**config.mk**
```make
export PLATFORM = sky130hd
export DESIGN_NAME = triggered_inventory_io
export DESIGN_NICKNAME = d
export VERILOG_FILES = /design/src/tiio_pkg.sv /design/src/tiio_ms_timer.sv /design/src/triggered_inventory_io.sv
export VERILOG_INCLUDE_DIRS = /design/src
export SDC_FILE = /design/constraint.sdc
export NUM_CORES = 1
export LEC_CHECK = 0
export ABC_AREA = 1
export BUFFER_PORTS_ARGS = -buffer_cell sky130_fd_sc_hd__buf_2
export CORE_UTILIZATION = 35
export DETAILED_ROUTE_END_ITERATION = 10
export PLACE_DENSITY_LB_ADDON = 0.25
export SYNTH_ARGS = -nofsm -noshare
export SYNTH_HDL_FRONTEND = slang
export SYNTH_SLANG_ARGS = --single-unit
```
**constraint.sdc**
```tcl
create_clock -name i_clk -period 1.6 [get_ports i_clk]
set_input_delay 0.24 -clock i_clk [delete_from_list [all_inputs] [get_ports i_clk]]
set_output_delay 0.24 -clock i_clk [all_outputs]
set_load 0.01 [all_outputs]
```
**src/tiio_cfg.svh**
```systemverilog
// Constants for the triggered inventory I/O block
`ifndef TIIO_CFG_SVH
`define TIIO_CFG_SVH
`define TIIO_ADDR_W        4
`define TIIO_OFF_PCW       4'h0
`define TIIO_OFF_PULSE_MS  4'h1
`define TIIO_OFF_STATUS    4'h2
`define TIIO_PCW_ACTIVITY_OUTPUT_ZERO_BIT 9
`define TIIO_PCW_TRIGGER_INPUT_POSITIVE_BIT  13
`define TIIO_PCW_RST       16'h0000
`define TIIO_PULSE_RST     16'h0000
`define TIIO_CLK_MHZ       125
`define TIIO_MS_CYCLES     (`TIIO_CLK_MHZ * 1000)
`define TIIO_INIT_US       10
`define TIIO_INIT_CYCLES   (`TIIO_INIT_US * `TIIO_CLK_MHZ)
`define TIIO_PERIOD_RST    16'h0100
`define TIIO_OFF_PERIOD    4'h3
`endif

```
**src/tiio_pkg.sv**
```systemverilog
// Types for the triggered inventory I/O block
package tiio_pkg;
    typedef enum logic [1:0] {
        TIIO_ST_INIT,
        TIIO_ST_IDLE,
        TIIO_ST_BUSY
    } tiio_state_t;
endpackage

```
**src/tiio_ms_timer.sv**
```systemverilog
// Millisecond down-counter that restarts on every load
`timescale 1ns/1ps
module tiio_ms_timer #(
    parameter int MS_CYCLES = 125000,
    parameter int MS_W      = 16
) (
    input  wire logic            i_clk,
    input  wire logic            i_rst,
    input  wire logic            i_load,
    input  wire logic [MS_W-1:0] i_ms,
    output logic                 o_active
);
    localparam int TW = $clog2(MS_CYCLES + 1);

    // Elaboration guard: the tick and span counters need at least one bit of work
    if (MS_CYCLES < 1 || MS_W < 1) begin : g_bad_params
        $error("tiio_ms_timer: bad parameters");
    end

    logic [TW-1:0]   tick_r;
    logic [MS_W-1:0] ms_left_r;
    wire             tick_end = (tick_r == TW'(MS_CYCLES - 1));
    wire             ms_last  = (ms_left_r == MS_W'(1));

    // A load always restarts the whole span, so running pulses stretch
    always_ff @(posedge i_clk) begin
        if (i_rst) begin
            tick_r    <= '0;
            ms_left_r <= '0;
        end else if (i_load) begin
            tick_r    <= '0;
            ms_left_r <= i_ms;
        end else if (ms_left_r != '0) begin
            tick_r    <= tick_end ? '0 : tick_r + TW'(1);
            if (tick_end) ms_left_r <= ms_left_r - MS_W'(1);
        end
    end

    assign o_active = (ms_left_r != '0) && !(ms_last && tick_end);
endmodule // tiio_ms_timer

```
**src/triggered_inventory_io.sv**
```systemverilog
// Trigger gating of inventory reads and the retriggerable activity pulse
//
// Contract
// - Gated: keep reading while trigger asserted
// - Tag singulated: activity output high programmed ms
// - Each tag hit restarts the pulse count
// - Config word 0x2200 enables both functions
// - Two independent enables: gating, pulsing
// - After init, RF on, reads at rate
//
// The implementer's own choices: the strobed register port and the register offsets.
`timescale 1ns/1ps
`include "tiio_cfg.svh"
module triggered_inventory_io #(
    parameter int INIT_CYCLES = `TIIO_INIT_CYCLES,
    parameter int MS_CYCLES   = `TIIO_MS_CYCLES
) (
    input  wire logic                     i_clk,
    input  wire logic                     i_rst,
    input  wire logic [`TIIO_ADDR_W-1:0] i_addr,
    input  wire logic [15:0]              i_wdata,
    input  wire logic                     i_wr,
    input  wire logic                     i_rd,
    output logic [15:0]                   o_rdata,
    input  wire logic                     i_trigger_input_negative_n,
    input  wire logic                     i_read_done,
    input  wire logic                     i_tag_valid,
    output logic                          o_rf_on,
    output logic                          o_read_start,
    output logic                          o_activity_output_zero
);
    // Elaboration guard: a zero count would stall init or the pulse timer
    if (INIT_CYCLES < 1 || MS_CYCLES < 1) begin : g_bad_params
        $error("triggered_inventory_io: bad parameters");
    end

    ////////////////////////////////////////////////////////////////////////////////
    // Registers
    logic [15:0] protocol_config_word_r;
    logic [15:0] pulse_length_setting_r;
    logic [15:0] read_period_r;
    logic [15:0] rdata_r;

    wire wr_pcw    = i_wr && (i_addr == `TIIO_OFF_PCW);
    wire wr_pulse  = i_wr && (i_addr == `TIIO_OFF_PULSE_MS);
    wire wr_period = i_wr && (i_addr == `TIIO_OFF_PERIOD);

    // Independent enable bits; 0x2200 sets both
    wire gate_en  = protocol_config_word_r[`TIIO_PCW_TRIGGER_INPUT_POSITIVE_BIT];
    wire pulse_en = protocol_config_word_r[`TIIO_PCW_ACTIVITY_OUTPUT_ZERO_BIT];

    // Register writes
    always_ff @(posedge i_clk) begin
        if (i_rst) begin
            protocol_config_word_r <= `TIIO_PCW_RST;
            pulse_length_setting_r <= `TIIO_PULSE_RST;
            read_period_r          <= `TIIO_PERIOD_RST;
        end else begin
            if (wr_pcw) protocol_config_word_r <= i_wdata;
            if (wr_pulse) pulse_length_setting_r <= i_wdata;
            if (wr_period) read_period_r <= i_wdata;
        end
    end

    ////////////////////////////////////////////////////////////////////////////////
    // Sequencer
    tiio_pkg::tiio_state_t state_r, state_nxt;
    logic [31:0]           cnt_r;
    logic [15:0]           gap_r;

    // Trigger is active low; no debounce, the 50 ms hold is the source's duty
    wire trig_on    = !i_trigger_input_negative_n;
    wire allow_read = !gate_en || trig_on;
    wire init_done  = (cnt_r == 32'(INIT_CYCLES - 1));
    wire gap_done   = (gap_r >= read_period_r);
    wire start      = (state_r == tiio_pkg::TIIO_ST_IDLE) && allow_read && gap_done;

    always_comb begin
        state_nxt = state_r;
        case (state_r)
            tiio_pkg::TIIO_ST_INIT: if (init_done) state_nxt = tiio_pkg::TIIO_ST_IDLE;
            tiio_pkg::TIIO_ST_IDLE: if (start) state_nxt = tiio_pkg::TIIO_ST_BUSY;
            // A running read completes even if the trigger drops
            tiio_pkg::TIIO_ST_BUSY: if (i_read_done) state_nxt = tiio_pkg::TIIO_ST_IDLE;
            default: state_nxt = tiio_pkg::TIIO_ST_INIT;
        endcase
    end

    // State, init counter and inter-read gap counter
    always_ff @(posedge i_clk) begin
        if (i_rst) begin
            state_r <= tiio_pkg::TIIO_ST_INIT;
            cnt_r   <= '0;
            gap_r   <= '0;
        end else begin
            state_r <= state_nxt;
            if (state_r == tiio_pkg::TIIO_ST_INIT) cnt_r <= cnt_r + 32'd1;
            if (start) gap_r <= '0;
            else if (state_r == tiio_pkg::TIIO_ST_IDLE && !gap_done) gap_r <= gap_r + 16'd1;
        end
    end

    ////////////////////////////////////////////////////////////////////////////////
    // Activity pulse
    wire tag_hit = pulse_en && i_tag_valid;
    wire pulse_active;

    // Each hit reloads the timer, stretching the pulse
    tiio_ms_timer #(
        .MS_CYCLES (MS_CYCLES),
        .MS_W      (16)
    ) u_timer (
        .i_clk    (i_clk),
        .i_rst    (i_rst),
        .i_load   (tag_hit),
        .i_ms     (pulse_length_setting_r),
        .o_active (pulse_active)
    );

    ////////////////////////////////////////////////////////////////////////////////
    // Read mux and registered outputs
    wire [15:0] status = {12'h000, pulse_active, trig_on,
                          state_r == tiio_pkg::TIIO_ST_BUSY,
                          state_r != tiio_pkg::TIIO_ST_INIT};
    wire [15:0] rd_mux = (i_addr == `TIIO_OFF_PCW)      ? protocol_config_word_r :
                         (i_addr == `TIIO_OFF_PULSE_MS) ? pulse_length_setting_r :
                         (i_addr == `TIIO_OFF_STATUS)   ? status :
                         (i_addr == `TIIO_OFF_PERIOD)   ? read_period_r : 16'h0000;

    always_ff @(posedge i_clk) begin
        if (i_rst) begin
            rdata_r                <= 16'h0000;
            o_rf_on                <= 1'b0;
            o_read_start           <= 1'b0;
            o_activity_output_zero <= 1'b0;
        end else begin
            rdata_r                <= i_rd ? rd_mux : 16'h0000;
            o_rf_on                <= (state_nxt != tiio_pkg::TIIO_ST_INIT);
            o_read_start           <= start;
            o_activity_output_zero <= pulse_active;
        end
    end
    assign o_rdata = rdata_r;
endmodule // triggered_inventory_io

```
---- After elaboration in Yosys (flattened, before gate mapping) ----
Cells that the tools add are included.
operators by class
  $add $sub $neg .......................... 4
  $lt $le $gt $ge ......................... 1
  equal/unequal tests ..................... 8
  muxes and demuxes ....................... 12
  bitwise logic cells ..................... 1
  reduce and logical (&&, ||, !) cells .... 25
operator list
  kind                                                                   number
  16-bit 2-to-1 mux                                                      7
  32-bit by 1-bit adder with 32-bit output (second input constant)       1
  32-bit by 11-bit == test with 1-bit output (second input constant)     1
  17-bit by 1-bit adder with 17-bit output (second input constant)       1
  17-bit == test (second input constant)                                 1
  17-bit 2-to-1 mux                                                      1
  16-bit by 1-bit adder with 16-bit output (second input constant)       1
  16-bit by 1-bit == test with 1-bit output (second input constant)      1
  16-bit >= comparator                                                   1
  16-bit nonzero test                                                    1
  16-bit by 1-bit subtractor with 16-bit output (second input constant)  1
  1-bit logical AND                                                      9
  4-bit by 2-bit == test with 1-bit output (second input constant)       2
  2-bit nonzero test                                                     4
  2-bit 2-to-1 mux                                                       3
  2-bit one-hot mux with 3 select lines                                  1
  2-bit OR reduction                                                     3
  4-bit by 1-bit == test with 1-bit output (second input constant)       1
  1-bit zero test                                                        4
  4-bit zero test                                                        1
  2-bit by 1-bit == test with 1-bit output (second input constant)       1
  2-bit == test (second input constant)                                  1
  2-bit zero test                                                        1
  2-bit AND reduction                                                    1
  other kinds (2)                                                        2
storage, ports and cells
  register bits ........................... 150
  input port bits ......................... 27
  logic and storage cells ................. 63

---- Depth between registers and ports, before layout ----
Gate-level depths: netlist of run 1.
  depth in word-level cells ............... 7
  depth in mapped cells ................... 16
  mapped depth without buffers ............ 16

---- By module ----
From an unflattened synthesis of run 1, not the netlist that was laid out.
second synthesis, totals
  cell total of the unflattened synthesis .. 1150
  area total of the unflattened synthesis .. 7976.4 um2
modules (own cells, without submodules)
  module                  times used  cells each  area each (um2)  sequential area each (um2)
  triggered_inventory_io  1           781         5706.7           2342.2
  tiio_ms_timer           1           369         2269.7           660.6

---- Worst setup path after synthesis of run 1 ----
No wires, ideal clock.
  path type ............................... reg2reg
  start point ............................. register read_period_r[11]
  end point ............................... register gap_r[8]
  setup time .............................. 116 ps
  arrival time ............................ 1634 ps
  required time ........................... 1484 ps
  path slack .............................. -150 ps
  cell stages (with the launch flop) ...... 10
  buffers on the path ..................... 1
  cell sequence ........................... dfxtp_1 inv_1 ha_1 a21oi_1 o21ai_1 a21oi_2 nand3_2 buf_2 nand2_1 a21oi_1
between the ends
  cells in the longest elaborated chain, start to end .. 3
  elaborated cells on any way between the ends .. 5
  classes of those cells .................. order compare: 1; reduce/logical: 4
RTL lines
  element                                                                   RTL line                                                    source
  start: declaration                                                        triggered_inventory_io.sv:41                                logic [15:0] read_period_r;
  start signal: assignment                                                  triggered_inventory_io.sv:57                                read_period_r <= `TIIO_PERIOD_RST;
  start signal: assignment                                                  triggered_inventory_io.sv:61                                if (wr_period) read_period_r <= i_wdata;
  16-bit >= comparator (*)                                                  triggered_inventory_io.sv:75                                wire gap_done = (gap_r >= read_period_r);
  1-bit logical AND / 1-bit zero test (equally long branches)               triggered_inventory_io.sv:76, triggered_inventory_io.sv:99
  2-bit OR reduction (no line) / 1-bit logical AND (equally long branches)  n/a
  end signal: assignment                                                    triggered_inventory_io.sv:99                                else if (state_r == tiio_pkg::TIIO_ST_IDLE && !gap_done) gap_r <= gap_r + 16'd1;
  end: declaration                                                          triggered_inventory_io.sv:69                                logic [15:0] gap_r;
Every way passes the cells marked *; elsewhere a longest branch is shown, timed or not.
A chain may end at the register's enable or synchronous reset.

---- Worst setup path in the final report of run 1 ----
  start point ............................. register read_period_r[12]
  end point ............................... register gap_r[2]
The elaborated chain is that of the path after synthesis.

==> flow_metrics.tcl, run 1 <==
set metrics [dict create \
    hp-start "i_wdata[8]" \
    maxSlewHeadroom_pct 77.23 \
    cts.root.buffer_cell "clkbuf_16" \
    report.final.hold_viol_count 0 \
    synth.yosys.seq_area_share_pct 38.73 \
    dieWidth_um 150.8 \
    antenna_found_initial 1 \
    die_footprint_sq_um 22750 \
    design.portCount 46 \
    grt_first_pass_wirelength_mm 36.03 \
    largest_net_degree_at_the_start_of_global_routing 57 \
    result_of_the_run "complete, but fails checks" \
    worst-path-max-fanout 8 \
    crit_path_start_kind "flip-flop" \
    place_congestion 0.8437 \
    post_drt_via_cell_ratio 4.973 \
    first_global_vias 7424 \
    grt_ovf 0 \
    number_of_instances_in_the_synthesized_netlist 1110 \
    layout-drive-gt1-share_pct 33.26 \
    timing.critical_path.slowest_cell_delay_ns 0.31 \
    post-dp-hpwl_mm 15.91 \
    source_of_the_critical_timing_path "read_period_r[12]" \
    residual_drc_count 0 \
    leakage_power_figure_uw 0.004365 \
    cap_viol_max_count 0 \
    rows 54 \
    synth-async-reset-ratio_pct 0 \
    synth_enable_flop_cells 0 \
    netlist_area_sq_um 7754 \
    minimum_setup_slack_in_the_final_design_ns -0.1224 \
    worst-slew-pin-transition_ns 0.3385 \
    synth_fp_nets 1159 \
    worst_flop_to_flop_path_startpoint "read_period_r[12]" \
    setup_violators_final 42 \
    critical_path.cell_chain "inv_1 > ha_1 > nand2_2 > nor2_2 > a21oi_2 > buf_6 > nand2_4 > nand2_4 > nand2_4 > clkbuf_16 > a21oi_2" \
    violations "negative setup slack" \
    coreArea_sq_um 21760 \
    cts_made_buffers 17 \
    detail_route.iter0.violations 463 \
    via_count 8021 \
    syn2layout_area_growth_pct 43.41 \
    worst-endpoint-arrival_ns 2.08 \
    timing.final.max_slew_violations 0 \
    worst_ep_required_time_ns 1.96 \
    timing_worst_setup_path_type "flip-flop to flip-flop" \
    layout_common_cells "nand2_1, buf_4, dfxtp_1" \
    detail_route.wl_per_cell_um 14.30 \
    endpoint_kind "flip-flop" \
    clock_sink_count 150 \
    synth-warning-count 0 \
    synthFlopType "dfxtp_1" \
    cts_max_level 4 \
    layout.cells.most_common "nand2_1" \
    crit_slowest_cell "dfxtp_1" \
    synth_area_per_cell_sq_um 6.985 \
    worst_hold_check_path_type "input port to flip-flop" \
    period_needed_ns 1.722 \
    firstDrtPassIters 5 \
    clkTransAtPathRegs_ns 0.07 \
    timing.critical_path.max_delay_family "buffers and inverters" \
    detail_route.wirelength_mm 23.07 \
    tritoncts "yes" \
    grt_setup_unrepaired "yes" \
    crit_path_frequent_cell "nand2_4" \
    synth.distinct_cells 44 \
    achievable_frequency_mhz 580.6 \
    finalHoldWorstSlack_ns 0.08213 \
    final_sum_of_negative_setup_slack_ns -3.003 \
    power.ir.vdd_worst_v 0.0008059 \
    synth.ff_latch_count 150 \
    layout.nets 1368 \
    cts-root-to-sink-buffers 2 \
    min_period_over_period_pct 107.6 \
    clock_insertion_delay_worst_skew_ns 0.43 \
    aggregate_global_route_resource_usage_pct 20.18 \
    fillers 2099 \
    cp_num_buf_inv 3 \
    power.density_cell_area_nw_per_um2 760.0 \
    fin_skew_ns 0.01202 \
    initial_cell_density_of_the_core_pct 35.64 \
    ant_nets 0 \
    chipHeight_um 150.8 \
    port-buffer-count 45 \
]
cell usage after synthesis, types with 2 or more instances:
cell      count  area [sq um]
o21a_1        3         22.52
nor3b_2       2         25.02
nand3b_1      3         22.52
nand2_2       3         18.77
nor2_1      135         506.7
o21ai_1       8         40.04
xnor2_1       6         52.55
nand3_2       2         20.02
a221oi_1      2         17.52
o211ai_1      2         15.01
xor2_1       31         271.5
buf_2         3         15.01
o22ai_1      19         118.9
a31oi_1       2         12.51
o21ai_0      46         230.2
ha_1         22         275.3
nand3_1      60         300.3
inv_1       120         450.4
buf_6         2         22.52
nand4_1      29         181.4
nand2_4       2         22.52
nor2_4        5         56.30
a21oi_1     134         670.6
nor2_2        7         43.79
nand2_1     223         837.1
clkbuf_1     26         97.59
nor4_1        4         25.02
buf_1         2         7.510
nand3_4       2         35.03
dfxtp_1     150          3003
inv_2         8         30.03
nor3_1       33         165.2
nor3_2        3         30.03
what timing repair did:
action / 4_1_cts / 5_1_grt
endpoints found under the setup margin: 50 / 68
gates resized for setup: 50 / 153
gates cloned: 1 / 3
setup buffers: 12 / 21
hold buffers: 0 / 0
pin swaps: 21 / 48
path summary, 6_finish.rpt:
check	end	slack, ns	cells past startpoint
min reg2reg	protocol_config_word_r[3]	0.46	2
min	read_period_r[8]	0.08	3
max	gap_r[2]	-0.12	11
max reg2reg	gap_r[2]	-0.12	11
cells by family after synthesis:
family          Yosys count  share of synthesized area, %
fa+ha+maj                22                         3.550
simple gates            516                         30.14
flops                   150                         38.73
compound gates          222                         15.23
xor+xnor                 37                         4.179
buf+inv                 163                         8.165
per-stage QoR:
step	util, %	instances	worst slack (ns)	power (uW)	cell area, sq um
after floorplan	-	1110	-0.07402	4075	7814
after global placement	43.21	1545	-0.1746	4280	9402
after detailed placement	43.21	1545	-0.2364	4285	9402
after CTS	47.42	1590	-0.09937	8482	10320
after global routing	51.10	1612	-0.2179	8739	11120
final	51.11	1613	-0.1224	8451	11120
routing by layer:
metal,global-route usage (%),vias to the layer above,routed length [um]
met1,26.56,3745,10630
met2,33.35,158,11030
met5,0,-,0
li1,-,4092,-
met4,5.950,0,337
met3,3.795,26,1071
worst register-to-register path, delay by kind of cell, from the launching register on:
kind,cells,cell delay [ns]
fa+ha+maj,1,0.30
compound gates,2,0.28
buf+inv,3,0.39
simple gates,5,0.38
flops,1,0.31
power by group:
group          total, uW  switching, uW  leakage, uW  internal (uW)
Combinational        484            297      0.00285            188
Clock               4180           1820     0.000293           2370
Sequential          3780           19.2      0.00122           3760
Total               8450           2130      0.00437           6320
state kept, by name (all words and copies together) (netlist names):
signal	count
cnt_r	32
gap_r	16
o_activity_output_zero	1
o_rdata	16
o_read_start	1
o_rf_on	1
protocol_config_word_r	16
pulse_length_setting_r	16
read_period_r	16
state_r	2
u_timer.ms_left_r	16
u_timer.tick_r	17
cell type report:
cell class / instances / area [sq um] / share of cell area [%]
diodes: 1 / 2.502 / 0.02250
clock buffers: 17 / 425.4 / 3.826
clock inverters: 15 / 188.9 / 1.699
inverters: 130 / 514.2 / 4.625
multi-input cells: 798 / 4841 / 43.54
flip-flops and latches: 150 / 3035 / 27.30
well taps: 280 / 350.3 / 3.151
repair buffers: 221 / 1757 / 15.80
repair inverters: 1 / 5.005 / 0.04501
Power figures use the tool's default switching activity.
==> inputs of run 2 (changes only) <==
- CORE_UTILIZATION: 35 -> 55
- PLACE_DENSITY: unset -> 0.72
- PLACE_DENSITY_LB_ADDON: 0.25 -> unset
==> run 2 against run 1 <==
The run still ends with negative setup slack left. Via count increased by 2.8%. Clock power about the same. Core utilization increased by 26 points. Sequential cell count unchanged. Global-route usage increased by 9.7 points. Clock skew decreased by 0.0027 ns. Setup slack got worse by 0.17 ns. Maximum frequency decreased by 9.1%. Power increased by 0.16%. Highest routed layer unchanged.
==> flow_metrics.tcl, run 2 (synthesis results as in run 1) <==
set metrics [dict create \
    critical_path.cell_chain "inv_1 > ha_1 > a21oi_1 > o21a_1 > nand2_1 > nand2_2 > nand2_2 > nand2_4 > nand2_8 > a21oi_2" \
    cts_max_level 4 \
    post_drt_via_cell_ratio 5.552 \
    endpoint_kind "flip-flop" \
    violations "negative setup slack" \
    regMostFlops "cnt_r" \
    crit_path_frequent_cell "nand2_2" \
    antenna_found_initial 0 \
    firstDrtPassIters 6 \
    via_count 8244 \
    power.ir.vdd_worst_v 0.0006831 \
    layout_common_cells "nand2_1, buf_4, dfxtp_1" \
    tritoncts "yes" \
    setup_violators_final 42 \
    n_antenna_cell 0 \
    timing.critical_path.slowest_cell_delay_ns 0.32 \
    maxSlewHeadroom_pct 75.18 \
    layout.cells.most_common "nand2_1" \
    grt_first_pass_wirelength_mm 34.53 \
    result_of_the_run "complete, but fails checks" \
    detailed_place.area_sq_um 9094 \
    grt_setup_unrepaired "yes" \
    initial_cell_density_of_the_core_pct 56.08 \
    syn2layout_area_growth_pct 37.81 \
    detail_route.iter0.violations 770 \
    power.internal_uw 6530 \
    dieWidth_um 120.7 \
    clock_sink_count 150 \
    fin_skew_ns 0.009349 \
    worst_ep_required_time_ns 1.95 \
    timing.final.max_slew_violations 0 \
    post-dp-hpwl_mm 14.93 \
    final_util_pct 77.28 \
    clkTransAtPathRegs_ns 0.06 \
    cts-root-to-sink-buffers 2 \
    grt_ovf 0 \
    crit_path_start_kind "flip-flop" \
    worst-path-max-fanout 16 \
    report.final.hold_viol_count 0 \
    chipHeight_um 120.7 \
    die_footprint_sq_um 14580 \
    pwr-share-clk_pct 49.6 \
    aggregate_global_route_resource_usage_pct 29.84 \
    r2r_end "gap_r[9]" \
    cap_viol_max_count 0 \
    ff2ff_setup_slack_ns -0.29 \
    largest_net_degree_at_the_start_of_global_routing 57 \
    largest_register_ff_count 32 \
    dp_slack_ns -0.1586 \
    worst_hold_check_path_type "input port to flip-flop" \
    place_congestion 0.8995 \
    fin_area_sq_um 10690 \
    largest_registers "cnt_r x32, u_timer.tick_r x17" \
    leakage_power_figure_uw 0.004251 \
    finalHoldWorstSlack_ns 0.1068 \
    layout-drive-gt1-share_pct 31.88 \
    worst_r2r_path_depth 10 \
    power_switching_uw 1935 \
    design_power_total_uw 8464 \
    clock_insertion_delay_worst_skew_ns 0.43 \
    design.portCount 46 \
    sw_frac_of_total_pct 22.86 \
    worst-endpoint-arrival_ns 2.24 \
    cts_made_buffers 17 \
    power.density_cell_area_nw_per_um2 792.2 \
    port-buffer-count 45 \
    achievable_frequency_mhz 528.0 \
    timing_worst_setup_path_type "flip-flop to flip-flop" \
    period_needed_ns 1.894 \
    worst_flop_to_flop_path_startpoint "read_period_r[5]" \
    crit_slowest_cell "dfxtp_1" \
    minimum_setup_slack_in_the_final_design_ns -0.2939 \
    layout.nets 1341 \
    ant_nets 0 \
    first_global_vias 7353 \
    seq_power_share_pct 44.8 \
    combinational_fraction_of_design_power_pct 5.6 \
    detail_route.wl_per_cell_um 15.84 \
    residual_drc_count 0 \
    rows 43 \
    cts.root.buffer_cell "clkbuf_16" \
    coreArea_sq_um 13830 \
    worst-slew-pin-transition_ns 0.3689 \
    fillers 946 \
    min_period_over_period_pct 118.4 \
    crit_end "gap_r[9]" \
    detail_route.wirelength_mm 23.52 \
    source_of_the_critical_timing_path "read_period_r[5]" \
]
[run 2: cell count changes in the layout (fill, tap and decap cells not counted), moves of 5 or more]
| cell | previous run | this run |
|---|---|---|
| inv_1 | 104 | 109 |
| buf_4 | 148 | 135 |
| buf_6 | 16 | 6 |
| inv_6 | 6 | 1 |
| buf_12 | 10 | 5 |
| nand2_2 | 12 | 27 |
| nand2_1 | 205 | 188 |
| a21oi_1 | 105 | 111 |
[run 2: what timing repair did]
action / 4_1_cts / 5_1_grt
buffers inserted: 8 / 18
gates resized for setup: 52 / 143
setup endpoints to repair: 47 / 69
cloned: 2 / 1
hold buffers: 0 / 0
pin swaps: 22 / 46
[run 2: power by group through the flow]
stage               clock [uW]  combinational, uW  sequential [uW]
floorplan                    0                208             3870
global placement             0                390             3860
detailed placement           0                393             3870
CTS                       4220                414             3790
global route              4420                506             3790
finish                    4200                473             3790
[run 2: how the worst min path moves through the flow]
stage	depth (start not counted)	slack [ns]	to	startpoint
floorplan	2	0.37	read_period_r[8]	i_wdata[8]
global placement	2	0.44	protocol_config_word_r[3]	protocol_config_word_r[3]
detailed placement	2	0.45	protocol_config_word_r[3]	protocol_config_word_r[3]
finish	3	0.11	read_period_r[8]	i_wdata[8]
CTS	3	0.09	read_period_r[8]	i_wdata[8]
global route	3	0.10	protocol_config_word_r[10]	i_wdata[10]
[run 2: through the flow]
| stage | setup TNS, ns | cells |
|---|---|---|
| 2_1_floorplan | -0.9486 | 1110 |
| 3_3_place_gp | -1.610 | 1424 |
| 3_5_place_dp | -2.830 | 1424 |
| 4_1_cts | -0.9206 | 1466 |
| 5_1_grt | -9.735 | 1485 |
| 6_report | -6.309 | 1485 |
[run 2: area by class of cell]
class	count	area, sq um	share of cell area, %
clock buffers	21	471.7	4.415
clock inverters	11	146.4	1.370
inverters	130	511.7	4.789
multi-input cells	798	4828	45.19
flip-flops and latches	150	3035	28.41
well taps	180	225.2	2.108
repair buffers	194	1461	13.68
repair inverters	1	5.005	0.04684
[run 2: routing by layer]
layer | global-route usage (%) | vias to the layer above | routed length, um
met1 | 41.12 | 3833 | 10370
met5 | 0 | - | 0
met4 | 9.722 | 0 | 431
met2 | 47.02 | 331 | 11030
li1 | - | 4038 | -
met3 | 5.425 | 42 | 1690
[run 2: worst max-delay path: cells and delay by family, from the launching register on]
family                     cells  cell delay (ns)
AOI/OAI and AO/OA              3             0.56
adders and majority gates      1             0.32
buffers and inverters          1             0.06
DFF                            1             0.32
and+or+nand+nor                5             0.54
==> inputs of run 3 (changes only) <==
- CORE_MARGIN: unset -> 5
==> run 3 against run 2 <==
The run still ends with negative setup slack left. Sequential share of layout area decreased by 0.12 points. Count of clock-buffer cells in the layout is 2 higher. Sequential power about the same. Critical path depth rose by 5. Cell area up 0.57%. First-iteration DRC count is 11% higher. Core utilization up 0.44 points. Maximum frequency grew 6.3%. Register-to-register slack better by 0.11 ns. Global-route usage shrank 3.2 points. Sequential cell count unchanged. Critical path type unchanged. Critical endpoint is now o_rf_on. Largest cell class unchanged. Largest power group unchanged. Highest routed layer unchanged.
==> flow_metrics.tcl, run 3 (synthesis results as in run 1) <==
set metrics [dict create \
    first_global_vias 7493 \
    port-buffer-count 45 \
    post_drt_via_cell_ratio 5.626 \
    grt_ovf 0 \
    via_count 8315 \
    worst_ep_required_time_ns 1.91 \
    ant_nets 0 \
    endpoint_kind "flip-flop" \
    period_needed_ns 1.781 \
    cts-root-to-sink-buffers 2 \
    aggregate_global_route_resource_usage_pct 26.65 \
    clock_sink_count 150 \
    leakage_power_figure_uw 0.004219 \
    timing.final.max_slew_violations 0 \
    minimum_setup_slack_in_the_final_design_ns -0.1810 \
    detail_route.wl_per_cell_um 16.56 \
    setup_violators_final 29 \
    layout-drive-gt1-share_pct 32.97 \
    detail_route.iter0.violations 854 \
    min_period_over_period_pct 111.3 \
    post-dp-hpwl_mm 15.04 \
    largest_net_degree_at_the_start_of_global_routing 57 \
    place_congestion 0.8896 \
    whs_path_depth 3 \
    rows 43 \
    cts_made_buffers 17 \
    initial_cell_density_of_the_core_pct 56.08 \
    grt_setup_unrepaired "yes" \
    detailed_place.area_sq_um 9101 \
    violations "negative setup slack" \
    cts_max_level 4 \
    worst-endpoint-arrival_ns 2.09 \
    layout.cells.most_common "nand2_1" \
    design.portCount 46 \
    n_antenna_cell 0 \
    achievable_frequency_mhz 561.5 \
    timing_worst_setup_path_type "flip-flop to flip-flop" \
    crit_path_start_kind "flip-flop" \
    fin_cells 1478 \
    ff2ff_setup_slack_ns -0.18 \
    hp-start "i_wdata[14]" \
    multi_input_area_sq_um 4957 \
    fin_skew_ns 0.008239 \
    cap_viol_max_count 0 \
    syn2layout_area_growth_pct 38.60 \
    worst-path-max-fanout 4 \
    maxSlewHeadroom_pct 75.11 \
    top_layer_used "met4" \
    worst-slew-pin-transition_ns 0.3700 \
    chipHeight_um 128.7 \
    detail_route.wirelength_mm 24.47 \
    largest_register_ff_count 32 \
    tritoncts "yes" \
    final-seq-area_sq_um 3040 \
    coreArea_sq_um 13830 \
    postCtsHoldBufs 0 \
    finalHoldWorstSlack_ns 0.1204 \
    placedCellCount 1425 \
    firstDrtPassIters 6 \
    residual_drc_count 0 \
    clock_insertion_delay_worst_skew_ns 0.42 \
    worst_r2r_path_depth 15 \
    die_footprint_sq_um 16570 \
    grt_first_pass_wirelength_mm 35.71 \
    layout.nets 1335 \
    cts.root.buffer_cell "clkbuf_16" \
    report.final.hold_viol_count 0 \
    fillers 940 \
    r2r_end "o_rf_on" \
    power.density_cell_area_nw_per_um2 779.4 \
    whs_endpoint "protocol_config_word_r[14]" \
    dieWidth_um 128.7 \
    met1Wirelength_mm 10.45 \
    clkTransAtPathRegs_ns 0.06 \
    final_sum_of_negative_setup_slack_ns -3.005 \
    regMostFlops "cnt_r" \
    antenna_found_initial 0 \
    routed-wl-met3_mm 1.710 \
    fin_area_sq_um 10750 \
    wl_met2_mm 11.78 \
    largest_registers "cnt_r x32, u_timer.tick_r x17" \
    dp_slack_ns -0.1974 \
    worst_flop_to_flop_path_startpoint "read_period_r[1]" \
    layout_common_cells "nand2_1, buf_4, dfxtp_1" \
    power.ir.vdd_worst_v 0.0007902 \
    worst_hold_check_path_type "input port to flip-flop" \
    result_of_the_run "complete, but fails checks" \
]
-- run 3: cell types whose count changed in the layout (fill, tap and decap cells not counted), sizes merged --
| cell | change |
|---|---|
| buf | -6 |
| clkbuf | +2 |
| clkinv | -2 |
| clkinvlp | -2 |
| inv | +1 |
-- run 3: layout make-up --
cell class              instances  area share (%)
clock buffers                  23           4.448
repair buffers                188           13.18
well taps                     180           2.096
multi-input cells             798           46.13
repair inverters                1         0.04657
inverters                     130           4.680
flip-flops and latches        150           28.29
clock inverters                 8           1.129
-- run 3: how the worst max path moves through the flow --
stage / start / end / slack (ns) / cells past startpoint
after floorplan: gap_r[9] / gap_r[3] / -0.07 / 8
after global placement: read_period_r[15] / gap_r[11] / -0.12 / 9
after detailed placement: read_period_r[15] / gap_r[2] / -0.20 / 9
after CTS: read_period_r[11] / o_rf_on / -0.06 / 11
after global routing: read_period_r[1] / gap_r[8] / -0.23 / 13
final: read_period_r[1] / o_rf_on / -0.18 / 15
-- run 3: where the power goes --
part / total [uW] / switching (uW) / internal [uW]
clock network: 4100 / 1530 / 2570
registers: 3790 / 24.4 / 3770
logic: 484 / 308 / 175
total: 8380 / 1870 / 6510
-- run 3: worst max-delay path, cell delays in order, from the launching register on --
cell and delay (ns):
dfxtp_1 0.33, inv_2 0.06, ha_4 0.27, nand2_2 0.05
nor2_2 0.11, nor2_1 0.05, nand2_1 0.07, nand2_1 0.08
nand2_2 0.10, nand2_4 0.08, nand2_2 0.10, nand2_4 0.09
nand2_2 0.09, nand2_2 0.05, nand2_2 0.06, nand2_1 0.07
-- run 3: what timing repair did --
item                                    4_1_cts  5_1_grt
buffers inserted                             11        8
gates cloned                                  2        2
pin swaps                                    30       62
gates resized for setup                      61      157
endpoints found under the setup margin       35       71
-- run 3: metrics by stage --
| step | util (%) | total power (uW) |
|---|---|---|
| final | 77.72 | 8376 |
| after global routing | 77.72 | 8635 |
| after CTS | 72.48 | 8341 |
| after detailed placement | 65.82 | 4262 |
| after global placement | 65.82 | 4257 |
| after floorplan | - | 4075 |
-- run 3: layer usage --
metal / GRT usage (%) / vias to the layer above
li1: - / 4020
met1: 37.22 / 3863
met5: 0 / -
met3: 4.815 / 51
met4: 8.462 / 0
met2: 41.98 / 381
